`config.mk`:
```
export PLATFORM = sky130hd
export DESIGN_NAME = dnc_nco_device_flat
export DESIGN_NICKNAME = d
export VERILOG_FILES = /design/src/rtl/dnc_pkg.sv /design/src/rtl/dnc_nco_if.sv /design/src/rtl/dnc_nco_device.sv /design/src/rtl/dnc_pin_sync.sv /design/src/flat_wrapper.sv
export SDC_FILE = /design/constraint.sdc
export NUM_CORES = 1
export LEC_CHECK = 0
export ABC_AREA = 0
export BUFFER_PORTS_ARGS = -buffer_cell sky130_fd_sc_hd__buf_4
export CAP_MARGIN = 15
export CELL_PAD_IN_SITES_DETAIL_PLACEMENT = 1
export CELL_PAD_IN_SITES_GLOBAL_PLACEMENT = 1
export CORE_MARGIN = 5
export CORE_UTILIZATION = 34
export CTS_CLUSTER_DIAMETER = 60
export CTS_CLUSTER_SIZE = 40
export DETAILED_ROUTE_END_ITERATION = 8
export GPL_ROUTABILITY_DRIVEN = 0
export PLACE_DENSITY = 0.57
export SYNTH_ARGS = -nofsm -noshare
export SYNTH_HDL_FRONTEND = slang
export SYNTH_SLANG_ARGS = --single-unit
```
`constraint.sdc`:
```
create_clock -name i_clk -period 9.2 [get_ports i_clk]
set_input_delay 0.92 -clock i_clk [delete_from_list [all_inputs] [get_ports i_clk]]
set_output_delay 0.92 -clock i_clk [all_outputs]
set_load 0.05 [all_outputs]
```
`src/rtl/dnc_pkg.sv`:
```
// shared constants for the nco control port: widths, addresses, pin layout, timing
package dnc_pkg;
   // ****************************************
   // data path widths
   // ****************************************
   localparam int DNC_DATA_W = 16;            // write data bus width
   localparam int DNC_ADDR_W = 3;             // destination select width
   localparam int DNC_ACC_W  = 32;            // phase accumulator width
   localparam int DNC_OFS_W  = 12;            // phase offset width
   localparam int DNC_NUM_OFS = 4;            // number of offset registers

   // ****************************************
   // destination addresses
   // ****************************************
   localparam logic [2:0] DNC_ADDR_TW0_LO = 3'h0;
   localparam logic [2:0] DNC_ADDR_TW0_HI = 3'h1;
   localparam logic [2:0] DNC_ADDR_TW1_LO = 3'h2;
   localparam logic [2:0] DNC_ADDR_TW1_HI = 3'h3;
   localparam int         DNC_ADDR_OFS_BIT = 2; // set for addresses 4..7, offset registers 0..3

   // ****************************************
   // synchronised pin vector layout
   // ****************************************
   localparam int DNC_PIN_DATA  = 0;          // bits 15..0
   localparam int DNC_PIN_ADDR  = 16;         // bits 18..16
   localparam int DNC_PIN_WR_N  = 19;
   localparam int DNC_PIN_TWS   = 20;
   localparam int DNC_PIN_OSLO  = 21;
   localparam int DNC_PIN_OSHI  = 22;
   localparam int DNC_PIN_SLP_N = 23;
   localparam int DNC_PIN_RST_N = 24;
   localparam int DNC_PIN_W     = 25;
   // idle pins: strobe, sleep and reset high, everything else low
   localparam logic [24:0] DNC_PIN_IDLE = 25'h188_0000;

   // ****************************************
   // reset values and host strobe timing
   // ****************************************
   localparam logic [31:0] DNC_ACC_RESET   = 32'h0000_0000;
   localparam int          DNC_WR_LOW_CYC  = 2; // strobe low time, cycles
   localparam int          DNC_WR_HOLD_CYC = 4; // data hold after strobe rise
   localparam int          DNC_HOLD_MIN    = 2; // least hold the device needs
endpackage : dnc_pkg

```
`src/rtl/dnc_nco_if.sv`:
```
// pin interface between the host end and the nco control port
`timescale 1ns/100ps
interface dnc_nco_if;
   logic        write_strobe_n;        // write strobe, data taken on rise
   logic [15:0] write_data_bus;        // write data
   logic [2:0]  dest_register_select;  // destination register
   logic        tuning_word_select;    // picks tuning word 0 or 1
   logic        offset_select_lo;      // offset select, low bit
   logic        offset_select_hi;      // offset select, high bit
   logic        sleep_n;               // low power request
   logic        accum_reset_n;         // clears phase accumulator

   // ****************************************
   // one modport per party
   // ****************************************
   modport device (
      input write_strobe_n, write_data_bus, dest_register_select,
      input tuning_word_select, offset_select_lo, offset_select_hi,
      input sleep_n, accum_reset_n
   );
   modport host (
      output write_strobe_n, write_data_bus, dest_register_select,
      output tuning_word_select, offset_select_lo, offset_select_hi,
      output sleep_n, accum_reset_n
   );
endinterface : dnc_nco_if

```
`src/rtl/dnc_nco_device.sv`:
```
// nco control port: write capture, tuning and offset registers, phase accumulator
//
// Notes on behaviour
// - select pin picks tuning word increment
// - tuning select sampled each clock edge
// - host changes tuning select away from edges
// - strobe rise captures data and address
// - captured word loaded on next clock
// - late strobe loads one clock later
// - host keeps strobe rise off clock edge
// - address picks the only destination written
// - sixteen data lines only load registers
// - selected offset added before sine lookup
// - offset selects sampled each clock edge
// - host holds offset selects stable at edges
// - sleep low freezes accumulator and phase word, stops converter, reference
// - sleep high resumes normal operation
// - reset low clears accumulator to zero
// - address map: tuning halves, then offsets
// - offset select value picks offset register
// - 32-bit wrapping accumulator adds tuning word
// - offsets take data bits 11..0, top bits
`timescale 1ns/100ps
module dnc_nco_device
   import dnc_pkg::*;
(
   // clock and reset
   input  wire logic                 i_clk,
   input  wire logic                 i_rst,
   // pins from the host
   dnc_nco_if.device                 pins,
   // synthesis outputs
   output logic      [DNC_OFS_W-1:0] o_phase_word,
   output logic      [DNC_ACC_W-1:0] o_phase_accum,
   // power control outputs
   output logic                      o_dac_enable,
   output logic                      o_reference_enable
);
   // ****************************************
   // elaboration checks
   // ****************************************
   // the pin vector layout and the split of a tuning word into halves
   if (DNC_PIN_W != DNC_DATA_W + DNC_ADDR_W + 6) begin : g_chk_pins
      $error("dnc_nco_device: pin vector width does not match its fields");
   end
   if (DNC_ACC_W != 2 * DNC_DATA_W) begin : g_chk_halves
      $error("dnc_nco_device: tuning word must be two data words");
   end
   // offsets come from the data bus and land on the top accumulator bits
   if (DNC_OFS_W > DNC_DATA_W || DNC_OFS_W > DNC_ACC_W) begin : g_chk_ofs
      $error("dnc_nco_device: offset wider than its source or target");
   end
   if (DNC_NUM_OFS != 4) begin : g_chk_num
      $error("dnc_nco_device: offset select is two bits, four registers");
   end

   // ****************************************
   // state
   // ****************************************
   typedef struct packed {
      logic                                   wr_prev;    // last synced strobe level
      logic                                   hold_valid; // holding stage full
      logic [DNC_ADDR_W-1:0]                  hold_addr;
      logic [DNC_DATA_W-1:0]                  hold_data;
      logic [1:0][DNC_ACC_W-1:0]              tuning;     // tuning words 0 and 1
      logic [DNC_NUM_OFS-1:0][DNC_OFS_W-1:0]  offset;     // offset registers 0..3
      logic [DNC_ACC_W-1:0]                   accum;
      logic [DNC_OFS_W-1:0]                   phase;
      logic                                   dac_on;
      logic                                   ref_on;
   } dnc_dev_type;

   dnc_dev_type state;
   dnc_dev_type next_state;

   // ****************************************
   // pin synchronisation
   // ****************************************
   logic [DNC_PIN_W-1:0] pin_raw;
   logic [DNC_PIN_W-1:0] pin_sync;

   // gather every pin into one vector, all pass two flip-flops
   assign pin_raw = {pins.accum_reset_n,
                     pins.sleep_n,
                     pins.offset_select_hi,
                     pins.offset_select_lo,
                     pins.tuning_word_select,
                     pins.write_strobe_n,
                     pins.dest_register_select,
                     pins.write_data_bus};

   dnc_pin_sync #(
      .W         (DNC_PIN_W),
      .RESET_VAL (DNC_PIN_IDLE)
   ) u_pin_sync (
      .i_clk  (i_clk),
      .i_rst  (i_rst),
      .i_pins (pin_raw),
      .o_pins (pin_sync)
   );

   // decoded synchronised pins
   logic                  wr_n_s;
   logic [DNC_DATA_W-1:0] data_s;
   logic [DNC_ADDR_W-1:0] addr_s;
   logic                  tws_s;
   logic [1:0]            osel_s;
   logic                  awake_s;
   logic                  acc_clr_s;
   logic                  wr_rise;

   assign wr_n_s    = pin_sync[DNC_PIN_WR_N];
   assign data_s    = pin_sync[DNC_PIN_DATA +: DNC_DATA_W];
   assign addr_s    = pin_sync[DNC_PIN_ADDR +: DNC_ADDR_W];
   assign tws_s     = pin_sync[DNC_PIN_TWS];
   assign osel_s    = {pin_sync[DNC_PIN_OSHI], pin_sync[DNC_PIN_OSLO]};
   assign awake_s   = pin_sync[DNC_PIN_SLP_N];
   assign acc_clr_s = ~pin_sync[DNC_PIN_RST_N];

   // one pulse per low-to-high strobe transition
   assign wr_rise = wr_n_s & ~state.wr_prev;

   // ****************************************
   // next state
   // ****************************************
   always_comb begin
      logic [DNC_ACC_W-1:0] step;
      logic [DNC_OFS_W-1:0] ofs_sel;
      next_state = state;
      step       = '0;
      ofs_sel    = '0;

      // edge tracking of the strobe
      next_state.wr_prev = wr_n_s;

      // capture data and address into the holding stage on strobe rise
      next_state.hold_valid = wr_rise;
      if (wr_rise) begin
         next_state.hold_addr = addr_s;
         next_state.hold_data = data_s;
      end

      // move the held word into its destination on the following edge
      if (state.hold_valid) begin
         if (state.hold_addr[DNC_ADDR_OFS_BIT]) begin
            // upper half of the map: one of the offset registers
            next_state.offset[state.hold_addr[1:0]] =
               state.hold_data[DNC_OFS_W-1:0];
         end else begin
            unique case (state.hold_addr)
               DNC_ADDR_TW0_LO: begin
                  next_state.tuning[0][DNC_DATA_W-1:0] = state.hold_data;
               end
               DNC_ADDR_TW0_HI: begin
                  next_state.tuning[0][DNC_ACC_W-1:DNC_DATA_W] = state.hold_data;
               end
               DNC_ADDR_TW1_LO: begin
                  next_state.tuning[1][DNC_DATA_W-1:0] = state.hold_data;
               end
               DNC_ADDR_TW1_HI: begin
                  next_state.tuning[1][DNC_ACC_W-1:DNC_DATA_W] = state.hold_data;
               end
               default: begin
                  next_state.hold_data = state.hold_data;
               end
            endcase
         end
      end

      // increment chosen by the synced tuning select
      step = tws_s ? state.tuning[1] : state.tuning[0];
      // offset chosen by the synced offset selects
      ofs_sel = state.offset[osel_s];

      // accumulator: reset pin clears, sleep freezes, else free running
      if (acc_clr_s) begin
         next_state.accum = DNC_ACC_RESET;
      end else if (awake_s) begin
         next_state.accum = state.accum + step;
      end

      // phase word sent to the lookup: top accumulator bits plus offset
      if (awake_s) begin
         next_state.phase = state.accum[DNC_ACC_W-1 -: DNC_OFS_W] + ofs_sel;
      end

      // converter and reference follow the sleep pin
      next_state.dac_on = awake_s;
      next_state.ref_on = awake_s;
   end

   // ****************************************
   // registers
   // ****************************************
   always_ff @(posedge i_clk or posedge i_rst) begin
      if (i_rst) begin
         state         <= '0;
         state.wr_prev <= 1'b1;   // strobe idles high, no false rise after reset
      end else begin
         state <= next_state;
      end
   end

   // ****************************************
   // outputs
   // ****************************************
   assign o_phase_word       = state.phase;
   assign o_phase_accum      = state.accum;
   assign o_dac_enable       = state.dac_on;
   assign o_reference_enable = state.ref_on;
endmodule : dnc_nco_device

```
`src/rtl/dnc_pin_sync.sv`:
```
// two flip-flop synchroniser for a vector of pin inputs
`timescale 1ns/100ps
module dnc_pin_sync #(
   parameter int                 W          = 1,
   parameter logic [W-1:0]       RESET_VAL  = '0
) (
   // clock and reset
   input  wire logic         i_clk,
   input  wire logic         i_rst,
   // pins in, synchronised out
   input  wire logic [W-1:0] i_pins,
   output logic      [W-1:0] o_pins
);
   // ****************************************
   // parameter check
   // ****************************************
   if (W < 1) begin : g_chk
      $error("dnc_pin_sync: width must be at least one");
   end

   typedef struct packed {
      logic [W-1:0] meta;     // first stage, read only by the second
      logic [W-1:0] stable;   // second stage
   } dnc_sync_type;

   dnc_sync_type state;
   dnc_sync_type next_state;

   // shift pins through both stages
   always_comb begin
      next_state.meta   = i_pins;
      next_state.stable = state.meta;
   end

   // register the stages
   always_ff @(posedge i_clk or posedge i_rst) begin
      if (i_rst) begin
         state <= {RESET_VAL, RESET_VAL};
      end else begin
         state <= next_state;
      end
   end

   assign o_pins = state.stable;
endmodule : dnc_pin_sync

```
`src/flat_wrapper.sv`:
```
// flat-port wrapper written by rule: the top's interface ports become plain ports
module dnc_nco_device_flat import dnc_pkg::*;
  (i_clk, i_rst, o_phase_word, o_phase_accum, o_dac_enable, o_reference_enable, pins_write_strobe_n, pins_write_data_bus, pins_dest_register_select, pins_tuning_word_select, pins_offset_select_lo, pins_offset_select_hi, pins_sleep_n, pins_accum_reset_n);
  dnc_nco_if pins_i ();
  input  wire logic i_clk;
  input  wire logic i_rst;
  output logic      [DNC_OFS_W-1:0] o_phase_word;
  output logic      [DNC_ACC_W-1:0] o_phase_accum;
  output logic o_dac_enable;
  output logic o_reference_enable;
  input wire logic [$bits(pins_i.write_strobe_n)-1:0] pins_write_strobe_n;
  input wire logic [$bits(pins_i.write_data_bus)-1:0] pins_write_data_bus;
  input wire logic [$bits(pins_i.dest_register_select)-1:0] pins_dest_register_select;
  input wire logic [$bits(pins_i.tuning_word_select)-1:0] pins_tuning_word_select;
  input wire logic [$bits(pins_i.offset_select_lo)-1:0] pins_offset_select_lo;
  input wire logic [$bits(pins_i.offset_select_hi)-1:0] pins_offset_select_hi;
  input wire logic [$bits(pins_i.sleep_n)-1:0] pins_sleep_n;
  input wire logic [$bits(pins_i.accum_reset_n)-1:0] pins_accum_reset_n;
  assign pins_i.write_strobe_n = pins_write_strobe_n;
  assign pins_i.write_data_bus = pins_write_data_bus;
  assign pins_i.dest_register_select = pins_dest_register_select;
  assign pins_i.tuning_word_select = pins_tuning_word_select;
  assign pins_i.offset_select_lo = pins_offset_select_lo;
  assign pins_i.offset_select_hi = pins_offset_select_hi;
  assign pins_i.sleep_n = pins_sleep_n;
  assign pins_i.accum_reset_n = pins_accum_reset_n;
  dnc_nco_device u_core (.i_clk(i_clk), .i_rst(i_rst), .pins(pins_i), .o_phase_word(o_phase_word), .o_phase_accum(o_phase_accum), .o_dac_enable(o_dac_enable), .o_reference_enable(o_reference_enable));
endmodule
```
Word level (Yosys, flattened, before mapping):

Cells that the tools add are included.

* input port bits: 27
* logic and storage cells: 55
* bits in registers: 228
* output and inout bits: 46

* multiplexer cells: 17
* $add $sub $neg: 2
* bitwise operators: 3
* order comparisons: 3
* reductions and logical operators: 8
* equality and inequality tests: 5

Operators with widths (count)
* $mux 128: 1
* $mux 16: 6
* $mux 32: 3
* $mux 80: 1
* $bwmux 48: 1
* $mux 48: 1
* $add 32x32->32: 1
* $bmux 12 s2: 1
* $demux 12 s2: 1
* $mux 12: 2
* $add 12x12->12: 1
* $reduce_and 3->1: 4
* $eq 3x2->1 const B: 2
* $lt 2x3->1 const B: 2
* $reduce_or 4->1: 1
* $eq 3x1->1 const B: 1
* $logic_not 3->1: 1
* $ne 3x3->1 const B: 1
* $ge 2x1->1 const B: 1
* $ne 2x2->1 const B: 1
* $not 1->1: 2
* $reduce_and 2->1: 1
* $and 1x1->1: 1
* $logic_and 1x1->1: 1

Logic depth before layout (Yosys ltp):

* depth after elaboration: 7
* gate-level depth with buffers: 12
* mapped depth without buffers: 11

Modules after synthesis:

Synthesis repeated with hierarchy kept, for this count alone.

* cell total of the unflattened synthesis: 873
* area total of the unflattened synthesis: 11030.6 sq um

By module, submodules not included
* dnc_nco_device: cells each 822, sequential area each 4455.5 sq um, area each 9768.1 sq um, times used 1
* dnc_pin_sync: cells each 51, sequential area each 1258.7 sq um, area each 1262.5 sq um, times used 1

Worst setup path before layout:

Ideal clock, no wire load.

* path kind: reg-to-reg
* start point: reg u_core.u_pin_sync.state, in the netlist u_core.u_pin_sync.o_pins[21]
* end point: reg u_core.state, in the netlist u_core.o_phase_word[8]
* cell stages (with the launch flop): 11
* setup time: 0.125 ns
* buffers on the path: 1
* slack: 5.954 ns
* arrival: 3.121 ns
* clock period less this slack: 3.246 ns
* required time: 9.075 ns
* path through: dfrtp_1 buf_1 mux4_2 fa_1 a21o_1 a21oi_1 o21ai_0 a21o_1 a21oi_1 xnor2_1 mux2_2

* word-level cells in the longest chain between the ends: 3

RTL lines
* start, declared: RTL line dnc_pin_sync.sv:26 `dnc_sync_type state;`
* start signal, assigned: RTL line dnc_pin_sync.sv:38 `state <= {RESET_VAL, RESET_VAL};`
* start signal, assigned: RTL line dnc_pin_sync.sv:40 `state <= next_state;`
* $bmux 12 s2: RTL line dnc_nco_device.sv:173 `ofs_sel = state.offset[osel_s];`
* $mux 12 (implied by the code): RTL line dnc_nco_device.sv:173
* $add 12x12->12: RTL line dnc_nco_device.sv:184 `next_state.phase = state.accum[DNC_ACC_W-1 -: DNC_OFS_W] + ofs_sel;`
* end signal, assigned: RTL line dnc_nco_device.sv:200 `state <= next_state;`
* end, declared: RTL line dnc_nco_device.sv:73 `dnc_dev_type state;`

No other way between the ends. The select of a mux whose other input is x is not followed.
A chain may end at the register's enable or synchronous reset.

Worst setup path after layout:

* start point: reg u_core.u_pin_sync.state, in the netlist u_core.u_pin_sync.o_pins[21]
* end point: reg u_core.state, in the netlist u_core.o_phase_word[10]

Same word-level chain as after synthesis.

==> flow_summary.toml <==
[synth]
synth_top_family_by_area = "multiplexers"
synth_mux_area_frac = 0.206
yosys-top-cells-count = "dfrtp_1, mux2_2, nor2_1"
synth-xor-area-share = 0.0204
synthAdderAreaFrac = 0.0506
synth_cell_types = 72
synth-compound-area-share = 0.0964
synth-simple-area-share = 0.0680
netlist_area_um2 = 11200
ys_ff_latch = 228
synth_top_area_share = 0.495
synth_edf_count = 0
syn_inst = 902
syn_area_per_cell_um2 = 12.4
synth_top_flop_cell = "dfrtp_1"
synth_area_leaders = "dfrtp_1, mux2_2, ha_1, buf_4, mux4_2"
yosysWarnings = 0
synth_seq_area_share = 0.511
ys_async_sr_fraction = 1.00
yosysTopAreaCell = "dfrtp_1"
synth.most_common_cell = "dfrtp_1"
syn_nets = 973

[critical_path]
crit_slowest_cell = "dfrtp_1"
crit_start = "u_core.u_pin_sync.o_pins[21]$_DFF_PP0_"
regToRegSetupSlack_ps = 5640
r2r_cells = 9
cpPeakStageDelay_ps = 850
endpoint = "u_core.o_phase_word[10]$_DFFE_PP0P_"
critPathArrivalTime_ps = 3970
r2r-start = "u_core.u_pin_sync.o_pins[21]$_DFF_PP0_"
crit_fanout = 12
crit_top_cell = "a21o_1"
reg2reg_to = "u_core.o_phase_word[10]$_DFFE_PP0P_"
crit_type = "register to register"
startpoint_type = "register"
cp_cell_sequence = "mux4_2 > ha_1 > fa_1 > a21o_1 > a21oi_1 > o21ai_0 > a21o_1 > a31o_2 > o311ai_0"
cp-end-kind = "register"
required_ps = 9610

[routing]
drt_iter0_markers = 256
drt_first_pass_iters = 4
vias_per_cell = 5.02
routed_wl_mm = 27.8
route.detailed.drc = 0
post_drt_wl_per_cell_um = 20.0
antenna_left = 0
vias = 6992

[die]
io_pins = 73
rows = 66
dieArea_um2 = 36600
coreArea_um2 = 32500
fp.dieH_um = 191
die_w_um = 191
start_util = 0.344

[clock_tree]
post_cts_buffers = 0
cts_inserted_buffers = 26
cts_tree = "done"
path_clk_slew_ps = 70
clock_sinks = 228
insertion_delay_ps = 540
cts_resized = 0
cts_root_buf = "clkbuf_16"
cts_max_level = 1
cts.hold.buffers_added = 0
clk_path_buf_depth = 3

[global_route]
track_usage = 0.156
antenna_found_initial = 0
grt_pass1_wl_mm = 44.9
first_global_vias = 7608
overflow = 0
grt_max_degree = 105

[power_and_ir_drop]
vdd_ir_drop_max_mv = 0.145
p_leak_nw = 5.73
power_per_cell_area_nw_per_um2 = 373

[place]
placed_area_um2 = 11900
port_buffers = 72
hpwl_mm = 19.6

[status]
status = "complete, no violations"

[final_layout]
drive_gt1_frac = 0.352
area_growth_pct = 14.9
fin_nets = 1001
n_antenna_cell = 0
final_cell_area_um2 = 12800

[min_path]
hp-start = "u_core.u_pin_sync.next_state[2]$_DFF_PP0_"
hold_path.class = "register to register"
hold_depth = 0

[timing]
max_freq_ghz = 0.281
slew_headroom = 0.328
finalClockSkew_ps = 10.3
period_needed_ps = 3560
hold_viol_final = 0
tightestPinTransition_ps = 1000
totalNegativeSetupSlack_ps = 0
slew_violations = 0
setup_viol = 0
rsz0062_at_grt = "no"
period_share = 0.387
hold_slack_ps = 350

[job]
cap_viol_max_count = 0
-- worst min path at each step --
stage | endpoint | slack, ps
3_3_place_gp | u_core.u_pin_sync.o_pins[9]$_DFF_PP0_ | 330
4_1_cts | u_core.u_pin_sync.o_pins[20]$_DFF_PP0_ | 350
2_1_floorplan | u_core.u_pin_sync.o_pins[0]$_DFF_PP0_ | 330
3_5_place_dp | u_core.u_pin_sync.o_pins[0]$_DFF_PP0_ | 340
6_report | u_core.u_pin_sync.o_pins[2]$_DFF_PP0_ | 350
5_1_grt | u_core.u_pin_sync.o_pins[20]$_DFF_PP0_ | 360
-- critical path: cells and delay by family (launching register included) --
| kind | cells | cell delay (ps) |
|---|---|---|
| fa+ha+maj | 2 | 630 |
| compound gates | 6 | 1350 |
| flops | 1 | 850 |
| mux | 1 | 600 |
-- routing by layer --
metal	GRT usage	part of all wire	up-vias
li1	-	-	3317
met1	0.223	0.48	3545
met2	0.252	0.47	98
met3	0.0237	0.036	32
met4	0.0345	0.015	0
met5	0	0	-
-- area by class of cell --
cell class | count | area (um^2)
Fill cell | 3482 | 19700
Sequential cell | 228 | 5710
Multi-Input combinational cell | 578 | 4950
Clock buffer | 28 | 689
Timing Repair Buffer | 79 | 593
Tap cell | 442 | 553
Clock inverter | 20 | 274
Inverter | 17 | 71.3
-- metrics by stage --
stage / instances / setup WS (ps) / utilization / total power, mW
3_3_place_gp: 1344 / 5700 / 0.365 / 3.66
6_report: 1392 / 5640 / 0.395 / 4.80
2_1_floorplan: 902 / 2040 / - / 3.22
4_1_cts: 1392 / 5580 / 0.395 / 4.87
5_1_grt: 1392 / 5350 / 0.395 / 5.14
3_5_place_dp: 1344 / 5620 / 0.365 / 3.69
-- state kept, by name, indices dropped and copies added, names as in the netlist --
name	count
u_core.o_dac_enable	1
u_core.o_phase_accum	32
u_core.o_phase_word	12
u_core.state	133
u_core.u_pin_sync.next_state	25
u_core.u_pin_sync.o_pins	25
-- layout by cell type (no fill, tap or decap), types with 7 or more instances in the layout --
cell and n:
dfrtp_1 221, mux2_2 168, buf_4 79, nor2_1 56
ha_1 42, a21oi_1 41, nand2_1 32, o21ai_0 28
clkbuf_16 27, inv_1 16, a21o_1 16, nand3_1 16
mux2i_1 14, xnor2_1 14, xor2_1 12, mux4_2 12
nor3_1 11, a211oi_1 7, dfstp_2 7
-- cell families after synthesis --
logic type / after synthesis
compound gates: 160
xor+xnor: 26
flops: 228
simple gates: 154
buf+inv: 96
fa+ha+maj: 44
mux: 194
-- report_power, final --
| group | total (mW) | switching, mW | internal, mW |
|---|---|---|---|
| combinational | 2.04 | 1.17 | 0.870 |
| clock | 1.13 | 0.478 | 0.657 |
| sequential | 1.62 | 0.264 | 1.35 |
| total | 4.80 | 1.91 | 2.88 |
(Power assumes the default switching activity.)
